File: config.mk
export PLATFORM = sky130hd
export DESIGN_NAME = e1_receive_system_output
export DESIGN_NICKNAME = d
export VERILOG_FILES = /design/src/core/e1rx_pkg.sv /design/src/core/e1rx_dec_if.sv /design/src/core/e1rx_line_decoder.sv /design/src/core/e1_receive_system_output.sv
export SDC_FILE = /design/constraint.sdc
export NUM_CORES = 1
export LEC_CHECK = 0
export BUFFER_PORTS_ARGS = -buffer_cell sky130_fd_sc_hd__buf_2
export CAP_MARGIN = 20
export CORE_MARGIN = 1
export CORE_UTILIZATION = 50
export CTS_BUF_LIST = sky130_fd_sc_hd__clkbuf_4 sky130_fd_sc_hd__clkbuf_8 sky130_fd_sc_hd__clkbuf_16
export CTS_CLUSTER_DIAMETER = 120
export DETAILED_ROUTE_END_ITERATION = 10
export GPL_TIMING_DRIVEN = 0
export PLACE_DENSITY = 0.66
export SLEW_MARGIN = 30
export SYNTH_ARGS = -nofsm -noshare
export SYNTH_HDL_FRONTEND = slang
export SYNTH_SLANG_ARGS = --single-unit
File: constraint.sdc
create_clock -name clk -period 3.3 [get_ports clk]
set_input_delay 0.66 -clock clk [delete_from_list [all_inputs] [get_ports clk]]
set_output_delay 0.66 -clock clk [all_outputs]
set_load 0.01 [all_outputs]
File: src/core/e1rx_pkg.sv
// Constants and types for the E1 receive system interface
package e1rx_pkg;
  localparam int SYS_PERIOD_NS = 8;
  localparam int MREF_LOSS_NS = 2000;
  localparam int MREF_LOSS_CYCLES = MREF_LOSS_NS / SYS_PERIOD_NS;
  localparam int LOS_ZERO_SLOTS = 32;
  localparam int EXZ_HDB3_ZEROS = 4;
  localparam int EXZ_AMI_ZEROS = 16;
  localparam int HDB3_DELAY = 4;
  localparam int PRBS_WIDTH = 15;
  localparam logic [14:0] PRBS_SEED = 15'h7FFF;
  typedef enum logic [2:0] {
    CLK_LINE = 3'b001,
    CLK_BYPASS = 3'b010,
    CLK_SUBST = 3'b100
  } rclk_src_type;
  typedef enum logic [2:0] {
    TX_DATA = 3'b001,
    TX_ONES = 3'b010,
    TX_PRBS = 3'b100
  } tx_state_type;
endpackage

File: src/core/e1rx_dec_if.sv
// Carrier between receive control and line decoder
`timescale 1ns/100ps
interface e1rx_dec_if;
  logic strobe;
  logic pos;
  logic neg;
  logic hdb3_mode;
  logic exz_report;
  logic data;
  logic cv;
  modport dec (input strobe, pos, neg, hdb3_mode, exz_report, output data, cv);
  modport ctl (output strobe, pos, neg, hdb3_mode, exz_report, input data, cv);
endinterface

File: src/core/e1rx_line_decoder.sv
// AMI/HDB3 line decoder with violation and excess-zero detection
`timescale 1ns/100ps
module e1rx_line_decoder
  import e1rx_pkg::*;
(
  input wire logic clk,
  input wire logic sys_rst,
  e1rx_dec_if.dec dec
);
  logic [HDB3_DELAY-1:0] bits;
  logic [HDB3_DELAY-1:0] flags;
  logic last_pos;
  logic [4:0] zero_cnt;
  logic mark;
  logic both;
  logic viol;
  logic subst;
  logic exz_hit;
  logic cv_now;

  assign mark = dec.pos ^ dec.neg;
  assign both = dec.pos & dec.neg;
  assign viol = mark && (dec.pos == last_pos);
  // Substitution code 000V or B00V
  assign subst = dec.hdb3_mode && viol && (bits[1:0] == 2'b00);
  assign exz_hit = !dec.pos && !dec.neg &&
    (zero_cnt == (dec.hdb3_mode ? 5'(EXZ_HDB3_ZEROS - 1) : 5'(EXZ_AMI_ZEROS - 1)));
  // [RULE3] HDB3 or bipolar violation
  assign cv_now = both || (viol && !subst) || (dec.exz_report && exz_hit);

  // [RULE17] Flags travel with their bit
  always_ff @(posedge clk) begin
    if (sys_rst) begin
      bits <= '0;
      flags <= '0;
    end else if (dec.strobe) begin
      bits <= {bits[HDB3_DELAY-2:0] & (subst ? 3'b000 : 3'b111), mark && !subst};
      flags <= {flags[HDB3_DELAY-2:0], cv_now};
    end
  end

  always_ff @(posedge clk) begin
    if (sys_rst) begin
      last_pos <= 1'b0;
      zero_cnt <= '0;
    end else if (dec.strobe) begin
      if (mark) begin
        last_pos <= dec.pos;
        zero_cnt <= '0;
      end else if (!both && zero_cnt != 5'h1F) begin
        zero_cnt <= zero_cnt + 5'h01;
      end
    end
  end

  // [RULE1] Decoded NRZ out of the delay line
  assign dec.data = bits[HDB3_DELAY-1];
  assign dec.cv = flags[HDB3_DELAY-1];
endmodule

File: src/core/e1_receive_system_output.sv
// Receive system interface of one E1 channel with reference clock timing
//
// Overview of operation
// [RULE1] Single rail: rx_data_out carries NRZ decoded by AMI or HDB3.
// [RULE2] Single rail: each violation raises code_violation_flag for one receive clock cycle.
// [RULE3] HDB3 mode flags code violations; AMI mode flags bipolar violations.
// [RULE4] Hardware control with single rail also flags excess zeros.
// [RULE5] Dual rail: retimed NRZ with recovery, raw slicer data when bypassed.
// [RULE6] Data changes on selectable clock edge, selectable level; system samples matching edge (e1_framer_model samples the edge opposite the launch edge).
// [RULE7] rx_clock_out is a 2.048 MHz receive clock.
// [RULE8] Signal loss with substitute enable: rx_clock_out comes from master_ref_clock.
// [RULE9] Recovery mode: rx_clock_out is recovered line clock, data launched on it.
// [RULE10] Recovery bypassed: rx_clock_out is XOR of the slicer outputs.
// [RULE11] System supplies master_ref_clock at 2.048 MHz.
// [RULE12] Automatic all ones and alarm signalling always timed from master_ref_clock.
// [RULE13] Hardware control: all ones and PRBS timed from master_ref_clock.
// [RULE14] Lost master_ref_clock puts tx_line_pair into high impedance.
// [RULE15] signal_loss_flag goes high when the received signal is lost.
// [RULE16] signal_loss_flag returns low by itself when signal returns.
// [RULE17] Violation flag aligned with its data bit, same launch edge.
`timescale 1ns/100ps
module e1_receive_system_output
  import e1rx_pkg::*;
#(
  parameter int LOS_SLOTS = LOS_ZERO_SLOTS
) (
  input wire logic clk,
  input wire logic sys_rst,
  input wire logic rx_line_pos,
  input wire logic rx_line_neg,
  input wire logic rec_clock_in,
  input wire logic master_ref_clock,
  input wire logic single_rail_mode,
  input wire logic hdb3_enable,
  input wire logic hardware_control,
  input wire logic clock_data_recovery,
  input wire logic launch_falling_edge,
  input wire logic data_active_low,
  input wire logic alarm_clock_substitute_enable,
  input wire logic all_ones_tx,
  input wire logic auto_all_ones_tx,
  input wire logic prbs_tx,
  input wire logic tx_pos_in,
  input wire logic tx_neg_in,
  output logic rx_data_out,
  output logic code_violation_flag,
  output logic rx_pos_data,
  output logic rx_neg_data,
  output logic rx_clock_out,
  output logic signal_loss_flag,
  output logic tx_line_pos,
  output logic tx_line_neg,
  output logic tx_line_oe_n
);
  if (LOS_SLOTS < 2 || LOS_SLOTS > 255) begin : g_bad_los_slots
    $error("LOS_SLOTS out of range");
  end

  e1rx_dec_if dec_bus ();
  logic [3:0] sync_meta;
  logic [3:0] sync_q;
  logic pos_s;
  logic neg_s;
  logic rclk_s;
  logic mref_s;
  logic mref_prev;
  logic mref_rise;
  logic rclk_prev;
  logic strobe;
  logic launch;
  logic samp_pos;
  logic samp_neg;
  logic pulse_seen;
  logic [7:0] los_cnt;
  logic [8:0] gap_cnt;
  logic mref_lost;
  logic src_level;
  logic ones_pol;
  logic [PRBS_WIDTH-1:0] prbs;
  rclk_src_type rclk_src;
  rclk_src_type next_rclk_src;
  tx_state_type tx_state;
  tx_state_type next_tx_state;

  // Two-stage synchronisers for pins and link clocks
  always_ff @(posedge clk) begin
    if (sys_rst) begin
      sync_meta <= '0;
      sync_q <= '0;
    end else begin
      sync_meta <= {master_ref_clock, rec_clock_in, rx_line_neg, rx_line_pos};
      sync_q <= sync_meta;
    end
  end
  assign pos_s = sync_q[0];
  assign neg_s = sync_q[1];
  assign rclk_s = sync_q[2];
  assign mref_s = sync_q[3];
  assign pulse_seen = pos_s | neg_s;

  always_ff @(posedge clk) begin
    if (sys_rst) begin
      mref_prev <= 1'b0;
    end else begin
      mref_prev <= mref_s;
    end
  end
  assign mref_rise = mref_s & ~mref_prev;

  // [RULE14] Reference clock watchdog
  always_ff @(posedge clk) begin
    if (sys_rst) begin
      gap_cnt <= '0;
      mref_lost <= 1'b0;
    end else if (mref_s != mref_prev) begin
      gap_cnt <= '0;
      mref_lost <= 1'b0;
    end else if (gap_cnt == 9'(MREF_LOSS_CYCLES - 1)) begin
      mref_lost <= 1'b1;
    end else begin
      gap_cnt <= gap_cnt + 9'h001;
    end
  end

  // [RULE15] Count empty slots; [RULE16] any pulse clears
  always_ff @(posedge clk) begin
    if (sys_rst) begin
      los_cnt <= '0;
      signal_loss_flag <= 1'b0;
    end else if (pulse_seen) begin
      los_cnt <= '0;
      signal_loss_flag <= 1'b0;
    end else if (mref_rise && los_cnt != 8'(LOS_SLOTS - 1)) begin
      los_cnt <= los_cnt + 8'h01;
    end else if (mref_rise) begin
      signal_loss_flag <= 1'b1;
    end
  end

  // [RULE8] Receive clock source selection
  always_comb begin
    if (signal_loss_flag && alarm_clock_substitute_enable) begin
      next_rclk_src = CLK_SUBST;
    end else if (clock_data_recovery) begin
      next_rclk_src = CLK_LINE;
    end else begin
      next_rclk_src = CLK_BYPASS;
    end
  end
  // [RULE10] Bypass source is slicer XOR
  always_comb begin
    case (rclk_src)
      CLK_LINE: src_level = rclk_s;
      CLK_BYPASS: src_level = pos_s ^ neg_s;
      CLK_SUBST: src_level = mref_s;
      default: src_level = 1'b0;
    endcase
  end

  // [RULE7] Receive clock follows the selected line, slicer XOR or reference source
  always_ff @(posedge clk) begin
    if (sys_rst) begin
      rclk_src <= CLK_LINE;
      rx_clock_out <= 1'b0;
      rclk_prev <= 1'b0;
    end else begin
      rclk_src <= next_rclk_src;
      rx_clock_out <= src_level;
      rclk_prev <= rx_clock_out;
    end
  end

  assign strobe = rx_clock_out & ~rclk_prev & (rclk_src != CLK_BYPASS);
  // [RULE6] Launch edge selection
  assign launch = launch_falling_edge ? (~rx_clock_out & rclk_prev & (rclk_src != CLK_BYPASS)) : strobe;

  // [RULE4] Excess zeros under hardware single rail
  assign dec_bus.exz_report = hardware_control & single_rail_mode;
  assign dec_bus.strobe = strobe;
  assign dec_bus.pos = pos_s;
  assign dec_bus.neg = neg_s;
  assign dec_bus.hdb3_mode = hdb3_enable;

  e1rx_line_decoder u_decoder (
    .clk(clk),
    .sys_rst(sys_rst),
    .dec(dec_bus)
  );

  always_ff @(posedge clk) begin
    if (sys_rst) begin
      samp_pos <= 1'b0;
      samp_neg <= 1'b0;
    end else if (strobe) begin
      samp_pos <= pos_s;
      samp_neg <= neg_s;
    end
  end

  // [RULE9] Data launched on the receive clock
  always_ff @(posedge clk) begin
    if (sys_rst) begin
      rx_data_out <= 1'b0;
      code_violation_flag <= 1'b0;
    end else if (!single_rail_mode) begin
      rx_data_out <= 1'b0;
      code_violation_flag <= 1'b0;
    end else if (launch) begin
      // [RULE1] Decoded data with selected level
      rx_data_out <= dec_bus.data ^ data_active_low;
      // [RULE2] Held until the next launch edge
      code_violation_flag <= dec_bus.cv;
    end
  end

  // [RULE5] Dual rail retimed or raw slicer data
  always_ff @(posedge clk) begin
    if (sys_rst || single_rail_mode) begin
      rx_pos_data <= 1'b0;
      rx_neg_data <= 1'b0;
    end else if (rclk_src == CLK_BYPASS) begin
      rx_pos_data <= pos_s ^ data_active_low;
      rx_neg_data <= neg_s ^ data_active_low;
    end else if (launch) begin
      rx_pos_data <= samp_pos ^ data_active_low;
      rx_neg_data <= samp_neg ^ data_active_low;
    end
  end

  // [RULE12] Alarm all ones chosen on signal loss
  always_comb begin
    if (all_ones_tx || (auto_all_ones_tx && signal_loss_flag)) begin
      next_tx_state = TX_ONES;
    end else if (hardware_control && prbs_tx) begin
      next_tx_state = TX_PRBS;
    end else begin
      next_tx_state = TX_DATA;
    end
  end

  // [RULE13] Patterns stepped by reference clock edges
  always_ff @(posedge clk) begin
    if (sys_rst) begin
      tx_state <= TX_DATA;
      ones_pol <= 1'b0;
      prbs <= PRBS_SEED;
      tx_line_pos <= 1'b0;
      tx_line_neg <= 1'b0;
    end else begin
      tx_state <= next_tx_state;
      case (tx_state)
        TX_DATA: begin
          tx_line_pos <= tx_pos_in;
          tx_line_neg <= tx_neg_in;
        end
        TX_ONES: begin
          if (mref_rise) begin
            ones_pol <= ~ones_pol;
            tx_line_pos <= ~ones_pol;
            tx_line_neg <= ones_pol;
          end
        end
        TX_PRBS: begin
          if (mref_rise) begin
            prbs <= {prbs[PRBS_WIDTH-2:0], prbs[14] ^ prbs[13]};
            ones_pol <= ones_pol ^ prbs[14];
            tx_line_pos <= prbs[14] & ~ones_pol;
            tx_line_neg <= prbs[14] & ones_pol;
          end
        end
        default: begin
          tx_line_pos <= 1'b0;
          tx_line_neg <= 1'b0;
        end
      endcase
    end
  end

  // [RULE14] Line drivers released without reference
  assign tx_line_oe_n = mref_lost;
endmodule

==> results of run 1 <==
cells in the final DEF, fill, tap and decap left out, types with 3 or more instances in the layout:
cell,instances
a21oi_1,25
o21ai_0,7
clkbuf_8,13
buf_2,25
nand3b_1,20
nor2b_1,13
inv_1,7
buf_4,3
ha_1,10
nand2_1,56
dfxtp_1,74
a211oi_1,3
nand3_1,13
xor2_1,9
nand4_1,4
and2_1,4
nor3_1,4
clkbuf_1,11
a2111oi_2,3
nor2_1,34
mux2i_1,6
xnor2_1,8
nand2b_1,9
sequential cells by signal, summed over array words and instances, names as in the netlist, 3 cells and up:
name / count
u_decoder.bits: 4
rclk_src: 3
los_cnt: 8
gap_cnt: 9
sync_meta: 4
prbs: 15
u_decoder.flags: 4
u_decoder.zero_cnt: 5
tx_state: 3
sync_q: 4
worst paths after layout:
path,start,endpoint,slack (ps),cells after the start
worst max register to register,u_decoder.zero_cnt[0]$_SDFFE_PP0P_,u_decoder.zero_cnt[3]$_SDFFE_PP0P_,1300,7
worst min-delay path,sync_meta[1]$_SDFF_PP0_,sync_q[1]$_SDFF_PP0_,440,1
worst max-delay path,u_decoder.zero_cnt[0]$_SDFFE_PP0P_,u_decoder.zero_cnt[3]$_SDFFE_PP0P_,1300,7
worst min register to register,sync_meta[1]$_SDFF_PP0_,sync_q[1]$_SDFF_PP0_,440,1
through the flow:
| stage | instance area (sq um) | hold slack [ps] | total power [mW] | util | instances |
|---|---|---|---|---|---|
| 2_1_floorplan | 3180 | 414 | 1.00 | - | 357 |
| 3_3_place_gp | 3390 | 422 | 1.03 | 0.563 | 456 |
| 3_5_place_dp | 3390 | 430 | 1.04 | 0.563 | 456 |
| 4_1_cts | 3620 | 447 | 1.79 | 0.600 | 472 |
| 5_1_grt | 3620 | 465 | 1.84 | 0.600 | 472 |
| 6_report | 3620 | 440 | 1.77 | 0.600 | 472 |
area by class of cell:
class / instances / area (sq um) / share of cell area
multi-input combinational: 260 / 1600 / 0.442
sequential: 74 / 1480 / 0.410
clock buffer: 15 / 194 / 0.0536
timing repair buffer: 24 / 120 / 0.0332
tap: 75 / 93.8 / 0.0260
buffer: 16 / 72.6 / 0.0201
clock inverter: 1 / 30.0 / 0.00830
inverter: 7 / 26.3 / 0.00727
power breakdown:
group          switching (mW)  leakage (nW)  internal (mW)  total [mW]
logic                  0.0527         0.694         0.0393      0.0920
clock network           0.309         0.117          0.450       0.759
registers              0.0138         0.601          0.909       0.922
layer usage:
layer  share of wire  wire (um)
met3           0.022        129
met1            0.51       3030
met2            0.46       2710
met4           0.013         77
met5               0          0
worst max-delay path, delay by kind of cell, from the launching register on:
family                   cells  cell delay (ps)
AO/OA/AOI/OAI                1              160
adder cells (fa/ha/maj)      2              420
AND/OR/NAND/NOR              4             1010
flip-flops                   1              340
cell families (layout without fill, tap and decap cells):
kind of cell             after synthesis  count (layout)  share of synthesized area
multiplexers                           6               6                     0.0189
adder cells (fa/ha/maj)               10              10                     0.0394
AND/OR/NAND/NOR                      176             176                      0.290
XOR/XNOR                              17              17                     0.0469
AO/OA/AOI/OAI                         51              51                      0.107
flip-flops                            74              74                      0.466
buffers and inverters                 23              63                     0.0311
==> results.cfg, run 1 <==
[power]
vdd.ir_drop.worst_mv = 0.292
p_leak_nw = 1.41
p_per_area_mw_per_mm2 = 490

[drt]
vias_per_cell = 5.21
final_antenna_net_count = 0
vias = 2458
drtPass1Iterations = 4
wire_per_inst_um = 12.6
wl_um = 5950
drc = 0
drt_iter0_drc = 93

[logic_synthesis]
netlist_area_sq_mm = 0.00318
async_flop_share = 0
synth_edf_count = 0
synth_commonest_cells = dfxtp_1, nand2_1, nor2_1, a21oi_1, nand3b_1
synth_seq_cells = 74
syn_nets = 385
synth.top_cell.area_share = 0.466
ys_types = 45
yosysTopAreaCell = dfxtp_1
synth_area_leaders = dfxtp_1, nand2_1, nand3b_1
yosys_warnings = 0
syn_inst = 357
yosysMostFrequentCell = dfxtp_1
seq_area_frac_synth = 0.466
syn_area_per_cell_sq_um = 8.90
synth_flop_cell = dfxtp_1

[finish]
drive_gt1_frac = 0.139
diodes = 0
area_growth_pct = 13.8
n_fill_cell = 536
nNetsFinal = 420

[sta]
fin_crit_ps = 2000
setup_tns_ps = 0
fin_ws_ps = 1300
slew_viol_final = 0
slew_headroom = 0.564
skew_ps = 7.31
fmax_ghz = 0.500
tightest_slew_ps = 651
rsz0062_at_grt = false
finalHoldViolations = 0
layout_worst_path_cycle_share = 0.606
setup_viol = 0

[placed_design]
hpwlAfterDp_um = 4210
place_congestion = 0.778
portBuffers = 24
pre_cts_ws_ps = 1390

[setup_path]
end_kind = register
cp_cell_sequence = ha_1, and3_1, ha_1, nor2_1, nand4_1, or4_1, a31oi_1
critPathKind = register to register
crit_fanout = 4
critical_path_arrival_ps = 2270
crit_top_cell = ha_1
cpPeakStageDelay_ps = 410
cp_slowest_cell = or4_1
required_ps = 3570
startpoint_type = register

[grt]
antenna_found_initial = 0
grt_util_all_layers = 0.195
use_met2 = 0.304
grt_pass1_vias = 2217
grt-ovfl-total = 0
use_met3 = 0.0367
met1_usage = 0.259
grt_max_degree = 12
grt_first_pass_wirelength_um = 9850
busiest_layer = met2

[flow_run]
drv_cap = 0

[floorplan]
design.die.area_sq_mm = 0.00668
ios = 27
initial_core_util = 0.527
die_w_um = 81.7
core_area_sq_mm = 0.00603
rows = 28
die_h_um = 81.7

[clock_network]
cts_buffers = 9
cts_tree = done
htree_num_levels = 3
clkSinkCount = 74
clock-root-buffer = clkbuf_8
path_clk_slew_ps = 70
worst_skew_pair.late_latency_ps = 340
clk_path_buf_depth = 2
cts_resized = 0
cts_setup_buffers = 0
hold_buffers = 0

[outcome]
status = finished clean

[min_path]
min_path_type = register to register
No activity file was read; power rests on OpenSTA's default activity.
==> run 2: changes to the inputs <==
--- a/config.mk
+++ b/config.mk
@@ -13,7 +13,7 @@
 export CTS_CLUSTER_DIAMETER = 120
 export DETAILED_ROUTE_END_ITERATION = 10
 export GPL_TIMING_DRIVEN = 0
-export PLACE_DENSITY = 0.66
+export PLACE_DENSITY = 0.68
 export SLEW_MARGIN = 30
 export SYNTH_ARGS = -nofsm -noshare
 export SYNTH_HDL_FRONTEND = slang
==> constraint.sdc (replaced) <==
create_clock -name clk -period 1.6 [get_ports clk]
set_input_delay 0.32 -clock clk [delete_from_list [all_inputs] [get_ports clk]]
set_output_delay 0.32 -clock clk [all_outputs]
set_load 0.01 [all_outputs]
==> run 2 against run 1 <==
Cell count is 1.1% higher. The run now ends with setup timing left. Register-to-register slack lost 1300 ps. Highest routed layer unchanged. Clock skew grew 1.9 ps.
==> results.cfg, run 2 (synthesis results as in run 1) <==
[sta]
slew_viol_final = 0
slew_headroom = 0.608
fin_crit_ps = 1620
setup_tns_ps = -32.7
fmax_ghz = 0.618
skew_ps = 9.20
rsz0062_at_grt = true
finalHoldViolations = 0
tightest_slew_ps = 588
layout_worst_path_cycle_share = 1.01
fin_ws_ps = -18.5
setup_viol = 2

[grt]
grt_max_degree = 12
grt-ovfl-total = 0
antenna_found_initial = 0
grt_first_pass_wirelength_um = 9870
grt_pass1_vias = 2234
grt_util_all_layers = 0.197

[floorplan]
initial_core_util = 0.527
core_area_sq_mm = 0.00603
ios = 27
die_w_um = 81.7
design.die.area_sq_mm = 0.00668
die_h_um = 81.7
rows = 28

[finish]
nNetsFinal = 426
drive_gt1_frac = 0.199
largest_reg_flops = 15
fin_cells = 477
layout_commonest_cell = dfxtp_1
regMostFlops = prbs
diodes = 0
final_util = 0.621
largestRegisters = prbs: 15 flops, gap_cnt: 9 flops, los_cnt: 8 flops
area_growth_pct = 17.8
final_cell_mix = dfxtp_1, nand2_1, nor2_1

[setup_path]
end_kind = register
reg2reg_to = u_decoder.zero_cnt[2]$_SDFFE_PP0P_
r2r_slack_ps = -20
startpoint_type = register
critPathKind = register to register
required_ps = 1880
crit_top_cell = ha_4
r2r_cells = 8
crit_family = simple AND/OR/NAND/NOR gates
cpPeakStageDelay_ps = 340
cp_slowest_cell = dfxtp_2
critical_path_arrival_ps = 1900
cp_cell_sequence = ha_4, and3_4, ha_4, nor2_4, buf_6, nor4b_4, nand3b_1, a21oi_1
reg2reg_from = u_decoder.zero_cnt[1]$_SDFFE_PP0P_
cp_num_buf_inv = 1
crit_fanout = 4

[flow_run]
drv_cap = 0

[min_path]
min_to = sync_meta[1]$_SDFF_PP0_
hold_path_depth = 2
min_path_type = input pin to register
min-delay-start = rx_line_neg

[drt]
vias = 2511
wire_per_inst_um = 12.7
wl_um = 6080
vias_per_cell = 5.26
drtPass1Iterations = 4
drt_iter0_drc = 112
drc = 0
final_antenna_net_count = 0

[power]
p_per_area_mw_per_mm2 = 963
p_leak_nw = 1.45
power_mw = 3.60
vdd.ir_drop.worst_mv = 0.716

[clock_network]
path_clk_slew_ps = 80
clock-root-buffer = clkbuf_8
htree_num_levels = 3
clkSinkCount = 74
clk_path_buf_depth = 2
worst_skew_pair.late_latency_ps = 350
cts_buffers = 9
hold_buffers = 0
cts_tree = done

[placed_design]
place_congestion = 0.764
dp.cells = 456
portBuffers = 24
hpwlAfterDp_um = 4270

[outcome]
status = finished with violations
violations = setup timing
## run 2: changes by cell type in the layout (fill, tap and decap cells not counted), moves of 2 or more
cell,delta
buf_4,+7
clkbuf_1,-3
dfxtp_1,-6
dfxtp_2,+6
ha_1,-4
ha_4,+3
nor2_1,-2
## run 2: worst max path at each step
stage	start	cells past startpoint	end	slack [ps]
6_report	u_decoder.zero_cnt[1]$_SDFFE_PP0P_	8	u_decoder.zero_cnt[2]$_SDFFE_PP0P_	-20
5_1_grt	u_decoder.zero_cnt[1]$_SDFFE_PP0P_	8	u_decoder.zero_cnt[0]$_SDFFE_PP0P_	-120
4_1_cts	u_decoder.zero_cnt[0]$_SDFFE_PP0P_	7	u_decoder.zero_cnt[3]$_SDFFE_PP0P_	-70
3_5_place_dp	sync_q[0]$_SDFF_PP0_	6	u_decoder.zero_cnt[2]$_SDFFE_PP0P_	-260
3_3_place_gp	sync_q[0]$_SDFF_PP0_	6	u_decoder.zero_cnt[2]$_SDFFE_PP0P_	-230
2_1_floorplan	u_decoder.zero_cnt[0]$_SDFFE_PP0P_	7	u_decoder.zero_cnt[3]$_SDFFE_PP0P_	-30
## run 2: per-layer routing
metal,wire (um),vias up,GRT usage
met2,2700,35,0.308
met4,93,0,0.0947
met1,3110,1168,0.253
li1,-,1300,-
met5,0,-,0
met3,169,8,0.0500
## run 2: through the flow
stage	hold WS [ps]	instance area, sq um	setup WS [ps]
floorplan	396	3220	-34.4
global placement	422	3430	-232
finish	178	3740	-18.5
detailed placement	425	3430	-259
global route	181	3740	-122
CTS	173	3710	-69.3
## run 2: final cells by class
class	instances	area, sq um
multi-input cells	260	1680
clock inverters	2	35.0
flip-flops and latches	74	1490
clock buffers	13	173
inverters	7	26.3
fillers	547	2280
well taps	75	93.8
plain buffers	14	66.3
repair buffers	32	184
## run 2: what timing repair did
action | in CTS | in global routing
pin swaps | 7 | 8
setup buffers | 6 | 2
endpoints found under the setup margin | 20 | 22
resized for setup | 6 | 10
## run 2: report_power, final
| group | internal (mW) | total, mW | switching, mW |
|---|---|---|---|
| logic | 0.0870 | 0.196 | 0.109 |
| registers | 1.87 | 1.90 | 0.0288 |
| clock network | 0.855 | 1.50 | 0.650 |
==> run 3: changes to the inputs <==
--- a/config.mk
+++ b/config.mk
@@ -8,12 +8,12 @@
 export BUFFER_PORTS_ARGS = -buffer_cell sky130_fd_sc_hd__buf_2
 export CAP_MARGIN = 20
 export CORE_MARGIN = 1
-export CORE_UTILIZATION = 50
+export CORE_UTILIZATION = 53
 export CTS_BUF_LIST = sky130_fd_sc_hd__clkbuf_4 sky130_fd_sc_hd__clkbuf_8 sky130_fd_sc_hd__clkbuf_16
 export CTS_CLUSTER_DIAMETER = 120
 export DETAILED_ROUTE_END_ITERATION = 10
 export GPL_TIMING_DRIVEN = 0
-export PLACE_DENSITY = 0.68
+export PLACE_DENSITY = 0.72
 export SLEW_MARGIN = 30
 export SYNTH_ARGS = -nofsm -noshare
 export SYNTH_HDL_FRONTEND = slang
==> constraint.sdc (replaced) <==
create_clock -name clk -period 1.6 [get_ports clk]
set_input_delay 0.16 -clock clk [delete_from_list [all_inputs] [get_ports clk]]
set_output_delay 0.16 -clock clk [all_outputs]
set_load 0.01 [all_outputs]
==> run 3 against run 2 <==
The run still ends with setup timing left. Sequential share of layout area is 0.12 points higher. Worst hold slack worse by 150 ps. Final area about the same. Die area fell by 5.5%. Combinational power about the same. Largest power group unchanged. Highest routed layer unchanged.
==> results.cfg, run 3 (synthesis results as in run 1) <==
[outcome]
status = finished with violations
violations = setup timing

[clock_network]
cts_tree = done
hold_buffers = 0
path_clk_slew_ps = 70
clkSinkCount = 74
htree_num_levels = 3
worst_skew_pair.late_latency_ps = 340
clk_path_buf_depth = 2
cts_buffers = 9
clock-root-buffer = clkbuf_8

[drt]
drtPass1Iterations = 5
drt_iter0_drc = 116
vias = 2511
final_antenna_net_count = 0
wl_um = 5830
drc = 0
wire_per_inst_um = 12.3
vias_per_cell = 5.32

[grt]
grt_max_degree = 13
grt_util_all_layers = 0.205
grt-ovfl-total = 0
grt_pass1_vias = 2322
grt_first_pass_wirelength_um = 9960
antenna_found_initial = 0

[sta]
fmax_ghz = 0.608
fin_crit_ps = 1640
finalHoldViolations = 0
fin_hold_ws_ps = 30.4
setup_tns_ps = -94.8
setup_viol = 3
tightest_slew_ps = 595
slew_viol_final = 0
fin_ws_ps = -44.3
layout_worst_path_cycle_share = 1.03
rsz0062_at_grt = true
skew_ps = 5.76
slew_headroom = 0.602

[floorplan]
rows = 27
core_area_sq_mm = 0.00564
design.die.area_sq_mm = 0.00631
die_w_um = 79.4
die_h_um = 79.4
ios = 27
initial_core_util = 0.563

[finish]
n_fill_cell = 473
area_growth_pct = 17.8
diodes = 0
largestRegisters = prbs: 15 flops, gap_cnt: 9 flops, los_cnt: 8 flops
final_cell_mix = dfxtp_1, nand2_1, nor2_1
regMostFlops = prbs
drive_gt1_frac = 0.198
final_util = 0.664
layout_commonest_cell = dfxtp_1
nNetsFinal = 423
largest_reg_flops = 15

[setup_path]
startpoint_type = register
cp-endpoint = u_decoder.zero_cnt[2]$_SDFFE_PP0P_
reg2reg_to = u_decoder.zero_cnt[2]$_SDFFE_PP0P_
r2r_cells = 8
crit_fanout = 4
r2r_slack_ps = -40
critical_path_arrival_ps = 1910
end_kind = register
critPathKind = register to register
required_ps = 1870
reg2reg_from = u_decoder.zero_cnt[0]$_SDFFE_PP0P_
crit_path_start = u_decoder.zero_cnt[0]$_SDFFE_PP0P_

[power]
power_mw = 3.73
p_per_area_mw_per_mm2 = 996
vdd.ir_drop.worst_mv = 0.869
p_leak_nw = 1.45

[placed_design]
portBuffers = 24
pre_cts_ws_ps = -249
place_congestion = 0.771
hpwlAfterDp_um = 4080

[flow_run]
drv_cap = 0

[min_path]
min_path_type = input pin to register
run 3: cell count changes in the layout (fill, tap and decap cells not counted), sizes merged:
cell | previous run | this run
buf | 38 | 35
bufinv | 1 | 2
clkbuf | 21 | 20
clkinv | 1 | 2
run 3: worst min-delay path by stage:
| stage | from | endpoint | slack, ps | depth (start not counted) |
|---|---|---|---|---|
| finish | rx_line_neg | sync_meta[1]$_SDFF_PP0_ | 30 | 2 |
| global route | rx_line_pos | sync_meta[0]$_SDFF_PP0_ | 20 | 2 |
| CTS | rx_line_neg | sync_meta[1]$_SDFF_PP0_ | 10 | 2 |
| detailed placement | rx_line_neg | sync_meta[1]$_SDFF_PP0_ | 370 | 2 |
| global placement | rx_line_neg | sync_meta[1]$_SDFF_PP0_ | 370 | 2 |
| floorplan | single_rail_mode | rx_neg_data$_SDFFE_PP0P_ | 240 | 1 |
run 3: metrics by stage:
stage               instance area (sq um)  instances
floorplan                            3220        357
global placement                     3430        453
detailed placement                   3430        453
CTS                                  3710        470
global route                         3740        472
finish                               3740        472
run 3: critical path, stage by stage, from the launching register on:
cell and delay, ps:
dfxtp_4 350, ha_4 150, and3_4 180, ha_4 150
nor2_4 90, buf_6 110, nor4b_4 290, nand3b_1 120
a21oi_1 130
run 3: timing repair:
| item | 4_1_cts | 5_1_grt |
|---|---|---|
| setup endpoints to repair | 21 | 19 |
| setup buffers | 3 | 2 |
| pin swaps | 6 | 7 |
| gates resized for setup | 7 | 11 |
run 3: cell type report:
| class | count | area (sq um) | area share |
|---|---|---|---|
| Buffer | 14 | 66.3 | 0.0177 |
| Clock buffer | 12 | 159 | 0.0424 |
| Clock inverter | 4 | 73.8 | 0.0197 |
| Inverter | 7 | 26.3 | 0.00702 |
| Multi-Input combinational cell | 260 | 1670 | 0.447 |
| Sequential cell | 74 | 1490 | 0.399 |
| Tap cell | 72 | 90.1 | 0.0241 |
| Timing Repair Buffer | 29 | 161 | 0.0431 |
run 3: power breakdown:
group          total [mW]  switching [mW]  internal, mW
Sequential           1.90          0.0297          1.87
Combinational       0.196           0.109        0.0871
Clock                1.63           0.649         0.981
Total                3.73           0.787          2.94
run 3: per-layer routing:
| metal | up-vias | wire length [um] | GRT usage |
|---|---|---|---|
| met4 | 0 | 53 | 0.0745 |
| met5 | - | 0 | 0 |
| met2 | 45 | 2760 | 0.343 |
| li1 | 1297 | - | - |
| met1 | 1164 | 2820 | 0.247 |
| met3 | 5 | 192 | 0.0617 |
